==> src/hdl/bmc_pkg.sv <==
// Package with the register map, field layout and reset values of the bus map block.
package bmc_pkg;

	// ==========================================================
	// Register addresses on the local processor I/O page
	localparam logic [31:0] ADDR_SYS_CONFIG = 32'h1008_0000;
	localparam logic [31:0] ADDR_DMA_ERROR_STATUS = 32'h1008_0004;
	localparam logic [31:0] ADDR_MAP_BASE = 32'h1008_0010;

	// ==========================================================
	// Field positions and masks
	localparam int POS_POWER_GOOD = 15;
	localparam int POS_HALT_ENABLE = 14;
	localparam int POS_DC_LOSS_SELECT = 7;
	localparam int POS_HALT_DETECTED = 15;
	localparam int POS_DC_LOSS_DETECTED = 14;
	localparam logic [31:0] MASK_MAP_BASE = 32'h1FFF_8000;
	localparam logic [31:0] MASK_STATUS = 32'h0000_C000;
	localparam logic [3:0] BE_FULL_WORD = 4'hF;

	// ==========================================================
	// Reset values, read-zero value and synchroniser width
	localparam logic [31:0] RESET_MAP_BASE = 32'h0000_0000;
	localparam logic [31:0] READ_ZERO = 32'h0000_0000;
	localparam int SYNC_WIDTH = 3;

endpackage : bmc_pkg

==> src/hdl/bmc_sync.sv <==
// Two flip-flop synchroniser for the backplane input lines.
`timescale 1ns/10ps
`default_nettype none

module bmc_sync #(
	parameter int WIDTH = 1
) (
	input wire logic clk_sys,
	input wire logic sys_rst,
	input wire logic [WIDTH-1:0] async_in,
	output logic [WIDTH-1:0] sync_out
);

	// ==========================================================
	// Synchroniser stages
	logic [WIDTH-1:0] stage_one;

	// The first stage feeds only the second stage, to keep metastability contained.
	always_ff @(posedge clk_sys) begin
		if (sys_rst) begin
			stage_one <= '0;
			sync_out <= '0;
		end else begin
			stage_one <= async_in;
			sync_out <= stage_one;
		end
	end

endmodule // bmc_sync

`default_nettype wire

==> src/hdl/bmc_top.sv <==
// Bus map base register, system configuration register and backplane event logic.
//
// How it works
// RL1 - Map table is 8K words, 32 Kbyte, base aligned on a 32 Kbyte boundary.
// RL2 - Firmware loads map base with the top good 32 Kbyte memory block.
// RL3 - Software protects the map and reaches entries only via the I/O window.
// RL4 - Map base register holds the map location, decoded at its fixed address.
// RL5 - Map base is read/write, full aligned word accesses only.
// RL6 - Map base bits 31:29 and 14:0 read zero; software writes zero.
// RL7 - Any map base write flushes the whole cached map.
// RL8 - Map base is unaffected by backplane initialize; otherwise undefined after loss.
// RL9 - Configuration register decodes at its address with word, half and byte access.
// RL10 - Configuration option bits clear on power-up and DC-good loss while halted.
// RL11 - Unused configuration bits read zero; software writes zero.
// RL12 - Configuration bit 15 mirrors backplane power good and ignores writes.
// RL13 - With halt enable set, backplane halt halts processor and sets status bit 15.
// RL14 - DC-good loss with select clear asserts the board system reset.
// RL15 - DC-good loss with select set asserts the processor halt input.
// RL16 - Error status bits set on events and clear by writing one, on reset or on DC-good loss while halted.
// RL17 - Reserved configuration bits 10 and 3:1 read zero, ignore writes.
`timescale 1ns/10ps
`default_nettype none

module bmc_top (
	input wire logic clk_sys,
	input wire logic sys_rst,
	input wire logic cpu_req,
	input wire logic cpu_write,
	input wire logic [31:0] cpu_addr,
	input wire logic [3:0] cpu_byte_enable,
	input wire logic [31:0] cpu_wdata,
	output logic cpu_ack,
	output logic cpu_error,
	output logic [31:0] cpu_rdata,
	input wire logic processor_halted,
	input wire logic backplane_halt_line,
	input wire logic backplane_power_good_line,
	input wire logic backplane_dc_good_line,
	input wire logic backplane_initialize_line,
	output logic [31:0] map_table_base,
	output logic map_cache_flush,
	output logic board_system_reset,
	output logic processor_halt_input
);
	import bmc_pkg::*;

	// ==========================================================
	// Decode helpers

	// Full-address match, used by both the read and the write paths.
	function automatic logic addr_hit(input logic [31:0] addr, input logic [31:0] reg_addr);
		addr_hit = (addr == reg_addr);
	endfunction

	// Expands byte enables into a bit mask for partial writes.
	function automatic logic [31:0] lane_mask(input logic [3:0] be);
		lane_mask = {{8{be[3]}}, {8{be[2]}}, {8{be[1]}}, {8{be[0]}}};
	endfunction

	// ==========================================================
	// Declarations
	logic [SYNC_WIDTH-1:0] pins_raw;
	logic [SYNC_WIDTH-1:0] pins_sync;
	logic halt_sync;
	logic power_good_sync;
	logic dc_good_sync;
	logic dc_good_last;
	logic dc_good_fall;
	logic dc_loss_while_halted;
	logic backplane_halt_enable;
	logic dc_loss_response_select;
	logic halt_detected;
	logic dc_loss_detected;
	logic [31:0] bus_map_base_address;
	logic [31:0] system_configuration;
	logic [31:0] dma_error_status;
	logic [31:0] write_mask;
	logic hit_config;
	logic hit_status;
	logic hit_map;
	logic write_config;
	logic write_status;
	logic write_map;
	logic map_bad_size;
	logic halt_event;

	// ==========================================================
	// Backplane line synchronisation

	// The initialize line is deliberately not used: the map base survives it.
	assign pins_raw = {backplane_dc_good_line, backplane_power_good_line, backplane_halt_line};

	bmc_sync #(
		.WIDTH(SYNC_WIDTH)
	) u_sync (
		.clk_sys(clk_sys),
		.sys_rst(sys_rst),
		.async_in(pins_raw),
		.sync_out(pins_sync)
	);

	assign halt_sync = pins_sync[0];
	assign power_good_sync = pins_sync[1];
	assign dc_good_sync = pins_sync[2];

	// Remember the DC-good level to find its falling edge.
	always_ff @(posedge clk_sys) begin
		if (sys_rst) begin
			dc_good_last <= 1'b0;
		end else begin
			dc_good_last <= dc_good_sync;
		end
	end

	// Reset holds the last level low, so no false loss is seen right after reset.
	assign dc_good_fall = dc_good_last & ~dc_good_sync;
	assign dc_loss_while_halted = dc_good_fall & processor_halted;

	// ==========================================================
	// Address decode

	// Map base accepts only aligned full words; anything narrower is refused.
	assign hit_config = addr_hit(cpu_addr, ADDR_SYS_CONFIG);
	assign hit_status = addr_hit(cpu_addr, ADDR_DMA_ERROR_STATUS);
	assign hit_map = addr_hit(cpu_addr, ADDR_MAP_BASE);
	assign map_bad_size = hit_map & (cpu_byte_enable != BE_FULL_WORD); // RL5
	assign write_mask = lane_mask(cpu_byte_enable); // RL9
	assign write_config = cpu_req & cpu_write & hit_config; // RL9
	assign write_status = cpu_req & cpu_write & hit_status;
	assign write_map = cpu_req & cpu_write & hit_map & ~map_bad_size; // RL5

	// ==========================================================
	// Map base register

	// Only bits 28:15 are stored, which keeps the base on a 32 Kbyte boundary.
	always_ff @(posedge clk_sys) begin
		if (sys_rst) begin
			bus_map_base_address <= RESET_MAP_BASE;
		end else if (write_map) begin
			bus_map_base_address <= cpu_wdata & MASK_MAP_BASE; // RL4 RL6 RL1
		end
	end

	assign map_table_base = bus_map_base_address; // RL8

	// Every accepted write to the map base flushes all cached map entries.
	always_ff @(posedge clk_sys) begin
		if (sys_rst) begin
			map_cache_flush <= 1'b0;
		end else begin
			map_cache_flush <= write_map; // RL7
		end
	end

	// ==========================================================
	// Configuration option bits

	// A loss of DC-good while halted wins over a software write in the same cycle.
	always_ff @(posedge clk_sys) begin
		if (sys_rst || dc_loss_while_halted) begin
			backplane_halt_enable <= 1'b0; // RL10
			dc_loss_response_select <= 1'b0; // RL10
		end else if (write_config) begin
			if (write_mask[POS_HALT_ENABLE]) begin
				backplane_halt_enable <= cpu_wdata[POS_HALT_ENABLE];
			end
			if (write_mask[POS_DC_LOSS_SELECT]) begin
				dc_loss_response_select <= cpu_wdata[POS_DC_LOSS_SELECT];
			end
		end
	end

	// Power good mirrors the synchronised line; reserved and unused bits stay zero.
	always_comb begin
		system_configuration = READ_ZERO; // RL11 RL17
		system_configuration[POS_POWER_GOOD] = power_good_sync; // RL12
		system_configuration[POS_HALT_ENABLE] = backplane_halt_enable;
		system_configuration[POS_DC_LOSS_SELECT] = dc_loss_response_select;
	end

	// ==========================================================
	// Backplane events

	assign halt_event = backplane_halt_enable & halt_sync; // RL13

	// Halt input follows the enabled halt line, or pulses on a selected DC-good loss.
	always_ff @(posedge clk_sys) begin
		if (sys_rst) begin
			processor_halt_input <= 1'b0;
			board_system_reset <= 1'b0;
		end else begin
			processor_halt_input <= halt_event | (dc_good_fall & dc_loss_response_select); // RL13 RL15
			board_system_reset <= dc_good_fall & ~dc_loss_response_select; // RL14
		end
	end

	// ==========================================================
	// Error status flags

	// Set wins over a write-one clear in the same cycle, so no event is lost.
	always_ff @(posedge clk_sys) begin
		if (sys_rst || dc_loss_while_halted) begin
			halt_detected <= 1'b0;
			dc_loss_detected <= 1'b0;
		end else begin
			if (halt_event) begin
				halt_detected <= 1'b1; // RL13 RL16
			end else if (write_status && write_mask[POS_HALT_DETECTED] &&
					cpu_wdata[POS_HALT_DETECTED]) begin
				halt_detected <= 1'b0; // RL16
			end
			if (dc_good_fall && dc_loss_response_select) begin
				dc_loss_detected <= 1'b1; // RL16
			end else if (write_status && write_mask[POS_DC_LOSS_DETECTED] &&
					cpu_wdata[POS_DC_LOSS_DETECTED]) begin
				dc_loss_detected <= 1'b0; // RL16
			end
		end
	end

	// Only the two backplane flags live here; the other error bits read zero.
	always_comb begin
		dma_error_status = READ_ZERO;
		dma_error_status[POS_HALT_DETECTED] = halt_detected;
		dma_error_status[POS_DC_LOSS_DETECTED] = dc_loss_detected;
	end

	// ==========================================================
	// Processor answer

	// Every request is answered one cycle later; unmapped ones and undersized map base ones flag an error.
	always_ff @(posedge clk_sys) begin
		if (sys_rst) begin
			cpu_ack <= 1'b0;
			cpu_error <= 1'b0;
			cpu_rdata <= READ_ZERO;
		end else begin
			cpu_ack <= cpu_req;
			cpu_error <= cpu_req & (~(hit_config | hit_status | hit_map) | map_bad_size); // RL5
			if (cpu_req && !cpu_write) begin
				if (hit_config) begin
					cpu_rdata <= system_configuration & write_mask; // RL9
				end else if (hit_status) begin
					cpu_rdata <= dma_error_status & write_mask;
				end else if (hit_map && !map_bad_size) begin
					cpu_rdata <= bus_map_base_address; // RL6
				end else begin
					cpu_rdata <= READ_ZERO;
				end
			end else begin
				cpu_rdata <= READ_ZERO;
			end
		end
	end

endmodule // bmc_top

`default_nettype wire

==> config.mk <==
export PLATFORM = sky130hd
export DESIGN_NAME = bmc_top
export DESIGN_NICKNAME = d
export VERILOG_FILES = /design/src/hdl/bmc_pkg.sv /design/src/hdl/bmc_sync.sv /design/src/hdl/bmc_top.sv
export SDC_FILE = /design/constraint.sdc
export NUM_CORES = 1
export LEC_CHECK = 0
export ABC_AREA = 0
export BUFFER_PORTS_ARGS = -buffer_cell sky130_fd_sc_hd__buf_2
export CORE_ASPECT_RATIO = 1.1
export CORE_MARGIN = 5
export CORE_UTILIZATION = 45
export CTS_CLUSTER_DIAMETER = 40
export DETAILED_ROUTE_END_ITERATION = 6
export GPL_TIMING_DRIVEN = 0
export PLACE_DENSITY = 0.86
export SETUP_SLACK_MARGIN = 0.15
export SYNTH_ARGS = -nofsm -noshare
export SYNTH_HDL_FRONTEND = slang
export SYNTH_SLANG_ARGS = --single-unit
export TNS_END_PERCENT = 50
==> constraint.sdc <==
create_clock -name clk_sys -period 4.96 [get_ports clk_sys]
set_input_delay 0.744 -clock clk_sys [delete_from_list [all_inputs] [get_ports clk_sys]]
set_output_delay 0.744 -clock clk_sys [all_outputs]
set_load 0.02 [all_outputs]
After elaboration in Yosys (flattened, before gate mapping)
Index checks and enable logic that the tools add are counted.
{"block": "word_totals", "ff_bits": 62, "latchBits": 0, "ramBits": 0, "rom_bits": 0, "in_bits": 77, "word_cells": 62, "n_memories": 0}
{"block": "op_classes", "n_addsub": 0, "n_mul": 0, "div_mod_pow": 0, "magnitude_cmp": 0, "n_eq_ne": 4, "shift": 0, "mux": 7, "bitwise": 23, "reduce_logical": 14}
{"op": "$eq A32 B29 Y1 const B", "count": 3}
{"op": "$and A16 B32 Y32", "count": 2}
{"op": "$mux W32", "count": 2}
{"op": "$mux W29", "count": 1}
{"op": "$and A1 B1 Y1", "count": 12}
{"op": "$logic_and A1 B1 Y1", "count": 6}
{"op": "$not A1 Y1", "count": 5}
{"op": "$mux W1", "count": 4}
{"op": "$ne A4 B4 Y1 const B", "count": 1}
{"op": "$or A1 B1 Y1", "count": 4}
{"op": "$reduce_and A2 Y1", "count": 2}
{"op": "$reduce_bool A2 Y1", "count": 2}
{"op": "$logic_not A1 Y1", "count": 2}
{"op": "$reduce_or A2 Y1", "count": 1}
{"op": "$logic_or A1 B1 Y1", "count": 1}

Depth between registers and ports, before layout
{"block": "depth", "word_depth": 7, "mapped_depth": 5, "mapped_depth_nobuf": 4}

Hierarchy
From an unflattened synthesis, not the netlist that was laid out.
{"block": "unflattened", "hier_cells": 216, "hier_area_um2": 2020.7}
{"mod": "bmc_top", "instances": 1, "cells_per_inst": 204, "area_per_inst_um2": 1863.0}
{"mod": "bmc_sync", "instances": 1, "cells_per_inst": 12, "area_per_inst_um2": 157.7}

Worst setup path before layout
Ideal clock, no wire load.
{"block": "synth_timing", "path_kind": "input to register", "from": "in cpu_addr[18]", "to": "reg bus_map_base_address[19] (netlist: map_table_base[19])", "arrival_time_ps": 2094, "required_ps": 4888, "setup_slack_ps": 2794, "path_stages": 5, "cell_sequence": "nor4b_4 nand4_4 nor4_4 buf_8 mux2i_1"}
{"block": "synth_via", "elab_chain_len": 4, "word_cells_on_any_way": 5}
{"item": "from (decl)", "line": "bmc_top.sv:29", "source": "input wire logic [31:0] cpu_addr,"}
{"item": "$eq A32 B29 Y1 (*)", "line": "bmc_top.sv:52", "source": "addr_hit = (addr == reg_addr);"}
{"item": "$and A1 B1 Y1", "line": "bmc_top.sv:126", "source": "assign map_bad_size = hit_map & (cpu_byte_enable != BE_FULL_WORD);"}
{"item": "$not A1 Y1", "line": "bmc_top.sv:130", "source": "assign write_map = cpu_req & cpu_write & hit_map & ~map_bad_size;"}
{"item": "$and A1 B1 Y1 (*)", "line": "bmc_top.sv:130"}
{"item": "to (signal assigned)", "line": "bmc_top.sv:140", "source": "bus_map_base_address <= cpu_wdata & MASK_MAP_BASE;"}
{"item": "to (decl)", "line": "bmc_top.sv:74", "source": "logic [31:0] bus_map_base_address;"}
Every way passes the cells marked *; elsewhere a longest branch is shown, timed or not.
A chain may end at the register's enable or synchronous reset.

Final worst setup path
{"block": "layout_timing", "from": "in cpu_addr[23]", "to": "reg bus_map_base_address[21] (netlist: map_table_base[21])"}
Same word-level chain as after synthesis.

==> run summary <==
Share of final-layout standard cells stronger than drive strength 1 - 42.1%
Hold buffers post-CTS - 0
Max_cap viols - 0
Switching portion of total power - 25.1%
Clock-pin slew reported for the worst setup and hold paths after clock tree synthesis - 80 ps
Post-layout minimum cycle time - 2170 ps
Leak pwr - 1.43 nW
Fill cell total of the finished layout - 415
Total Die Area - 0.00628 mm2
Post-DP HPWL - 4.03 mm
CP max-delay cell - sky130_fd_sc_hd__nor4_4
Final core area utilization - 62.3%
Die X - 76.0 um
Reg2Reg Launch Point - dc_good_last
CP startpoint kind - primary input
Clock root cell - sky130_fd_sc_hd__clkbuf_8
Number of global-route vias before repair - 1777
Tcrit/Tclk final - 43.8%
Number of flops mapped to enable cells by yosys - 0
Peak ir drop on the vdd network - 0.167 mV
Crit Path Class - primary input to flop
Total clock sinks - 46
Share of synthesized registers carrying an async set or reset - 0%
Placeable core area - 0.00465 mm2
End point of the most critical hold path - u_sync.sync_out[1]
Largest fanout on the critical path - 10
Number of warning messages in the yosys log - 0
Total GRT Usage - 14.9%
Stages on the worst setup path - 6
Final Hold Viols - 0
TritonCTS clock tree - built
CP endpoint kind - flop
Count of cells resized by post-cts repair - 0
DRC - 0
Path class of the lowest-slack min-delay path - flop to flop
Worst Setup Slack, final - 2790 ps
Result of the run - finished, final reports clean
Number of antenna violations at the first check in global routing - 0
Wire length of the first global-routing pass - 7.67 mm
Via density - 4.49
Biggest cell delay along the critical path - 560 ps
Pre-antenna DRT Iters - 4
Cell count after synthesis - 213
Maximum number of pins on one net before global-route repair - 14
Post-Synth XOR/XNOR Area - 0%
Worst setup slack for register-to-register paths - 3800 ps
Switching component of the power - 0.172 mW
Post-DRT Antenna Nets - 0
Number of different library cells in the post-synthesis netlist - 32
Largest family of logic cells by synthesized area - simple AND/OR/NAND/NOR gates
Num rows - 26
Power density over the cells - 237 mW/mm2
Total buffers and inverters traversed by the critical path - 2
Area added between synthesis and finish - 34.5%
Setup-violating endpoint count in the final report - 0
Clock buffer depth - 2
Die height - 82.6 um
Total via count after detailed routing - 1808
Share of synthesized area occupied by flip-flops and latches - 42.7%
Violation count after the first detailed-routing iteration - 80
Transition time at the pin with the least slew margin - 503 ps
Number of diodes added for antenna fixing - 0
Internal power consumption - 0.515 mW
Most numerous cell types in the synthesized netlist - 46 x sky130_fd_sc_hd__dfxtp_1, 34 x sky130_fd_sc_hd__buf_4, 30 x sky130_fd_sc_hd__nand2b_1
Overflow left after global routing - 0
# nets final - 424
Worst clock skew - 1.38 ps
Maximum level of the CTS H-tree - 2
Dominant cell type by area after synthesis - sky130_fd_sc_hd__dfxtp_1
Max-slew violation count - 0
Multiplexer area fraction after synthesis - 7.95%
Register share of total power - 54.3%
Area share of the leading cell type in the synthesized netlist - 42.7%
Largest delay contributor family on the critical path - simple AND/OR/NAND/NOR gates
Wire length per cell after detailed routing - 12.0 um
Last weighted congestion value of the routability-driven placer - 0.867
Crit path arrival time - 2400 ps
Compound-Gate Fraction of Synth Area - 2.61%
Capture instance of the worst register-to-register path - halt_detected
Required time of the worst setup path - 5180 ps
Worst Min Path Start - u_sync.stage_one[1]
Largest cells by area after synthesis - sky130_fd_sc_hd__dfxtp_1 43%, sky130_fd_sc_hd__buf_4 12%, sky130_fd_sc_hd__nand2b_1 8.7%
Post-Synth Simple-Gate Area - 33.1%
Synthesized-area fraction occupied by adder cells - 0%
Post-synthesis cell area - 0.00216 mm2
Average footprint of a synthesized cell - 10.1 um2
Final wirelength - 4.83 mm
Fmax achieved - 460 MHz
Clock network fraction of total power - 31.1%
Most common cell in the synthesized netlist - sky130_fd_sc_hd__dfxtp_1
Setup WS pre-CTS - 2460 ps
Boundary pin count - 146
Count of buffers inserted at the top-level ports - 94
Cell depth of the worst min-delay path - 1
Source-to-sink clock delay at the later pin of the worst-skew pair - 290 ps
Starting Density - 46.3%
Yosys reg bits - 46
Prevailing post-synth register cell - sky130_fd_sc_hd__dfxtp_1
Cell chain of the critical path - buf_2 > nor4b_1 > nand2_1 > nor4_4 > buf_8 > mux2i_1
Power share of the combinational group - 14.6%
RSZ-0062 raised after global routing - false
Max-slew headroom - 66.2%
Setup Fix Bufs, Post-CTS - 0
Worst Reg-to-Reg Cells - 4
CTS Buf Count - 5
Setup_tns - 0 ps
[final cells by class]
type,instances,area (um2),area share [%]
plain buffers,40,289,9.97
clock buffers,5,68.8,2.37
clock inverters,2,10.0,0.345
multi-input cells,160,1070,36.9
flip-flops and latches,46,921,31.8
well taps,56,70.1,2.42
repair buffers,94,470,16.2
[through the flow]
stage | power [mW] | hold slack [ps] | instance area (um2) | cells
4_1_cts | 0.694 | 449 | 2900 | 403
2_1_floorplan | 0.447 | 414 | 2280 | 246
3_3_place_gp | 0.479 | 417 | 2820 | 396
6_report | 0.687 | 444 | 2900 | 403
3_5_place_dp | 0.481 | 429 | 2820 | 396
5_1_grt | 0.717 | 460 | 2900 | 403
[routing by layer]
layer	vias to the layer above	track usage [%]	part of all wire [%]
met3	7	5.64	10
li1	914	-	-
met2	96	26.0	50
met4	0	7.12	2.0
met1	791	16.1	38
met5	-	0	0
[placed cells by master (no fill, tap or decap), types with 3 or more instances in the layout]
master | netlist | final
sky130_fd_sc_hd__nor2_1 | 3 | 3
sky130_fd_sc_hd__a31oi_1 | 3 | 3
sky130_fd_sc_hd__buf_4 | 34 | 34
sky130_fd_sc_hd__nand2_1 | 12 | 12
sky130_fd_sc_hd__nor4_4 | 4 | 4
sky130_fd_sc_hd__mux2i_1 | 16 | 16
sky130_fd_sc_hd__a21oi_1 | 3 | 3
sky130_fd_sc_hd__dfxtp_1 | 46 | 46
sky130_fd_sc_hd__nor4_1 | 3 | 3
sky130_fd_sc_hd__conb_1 | 1 | 34
sky130_fd_sc_hd__clkbuf_8 | 0 | 5
sky130_fd_sc_hd__and4_1 | 3 | 3
sky130_fd_sc_hd__buf_2 | 0 | 94
sky130_fd_sc_hd__clkbuf_1 | 5 | 5
sky130_fd_sc_hd__and2_1 | 16 | 16
sky130_fd_sc_hd__nand2b_1 | 30 | 30
sky130_fd_sc_hd__nor2b_1 | 11 | 11
[power groups by stage]
stage	clock, mW	sequential, mW	combinational, mW
final	0.213	0.373	0.100
after global routing	0.234	0.374	0.109
after CTS	0.221	0.373	0.0994
after detailed placement	0	0.382	0.0993
after global placement	0	0.382	0.0976
after floorplan	0	0.383	0.0635
[worst max path at each step]
stage                       startpoint                 end  slack [ps]
after floorplan           cpu_addr[18]  map_table_base[19]        2790
after global placement    cpu_addr[30]  map_table_base[23]        2480
after detailed placement  cpu_addr[23]  map_table_base[24]        2460
after CTS                 cpu_addr[23]  map_table_base[24]        2770
after global routing      cpu_addr[23]  map_table_base[21]        2570
final                     cpu_addr[23]  map_table_base[21]        2790
[logic make-up after synthesis]
kind of cell,after synthesis
other cells,1
mux,17
simple gates,100
flops,46
buf+inv,40
compound gates,9
[flip-flops by register name, indices dropped and copies added, names as in the netlist]
signal / flops
cpu_error: 1
dc_loss_response_select: 1
dc_loss_detected: 1
board_system_reset: 1
cpu_ack: 1
u_sync.stage_one: 3
halt_detected: 1
backplane_halt_enable: 1
cpu_rdata: 16
map_table_base: 14
u_sync.sync_out: 3
map_cache_flush: 1
dc_good_last: 1
processor_halt_input: 1
Note: power is estimated with default switching activity, not from simulation.
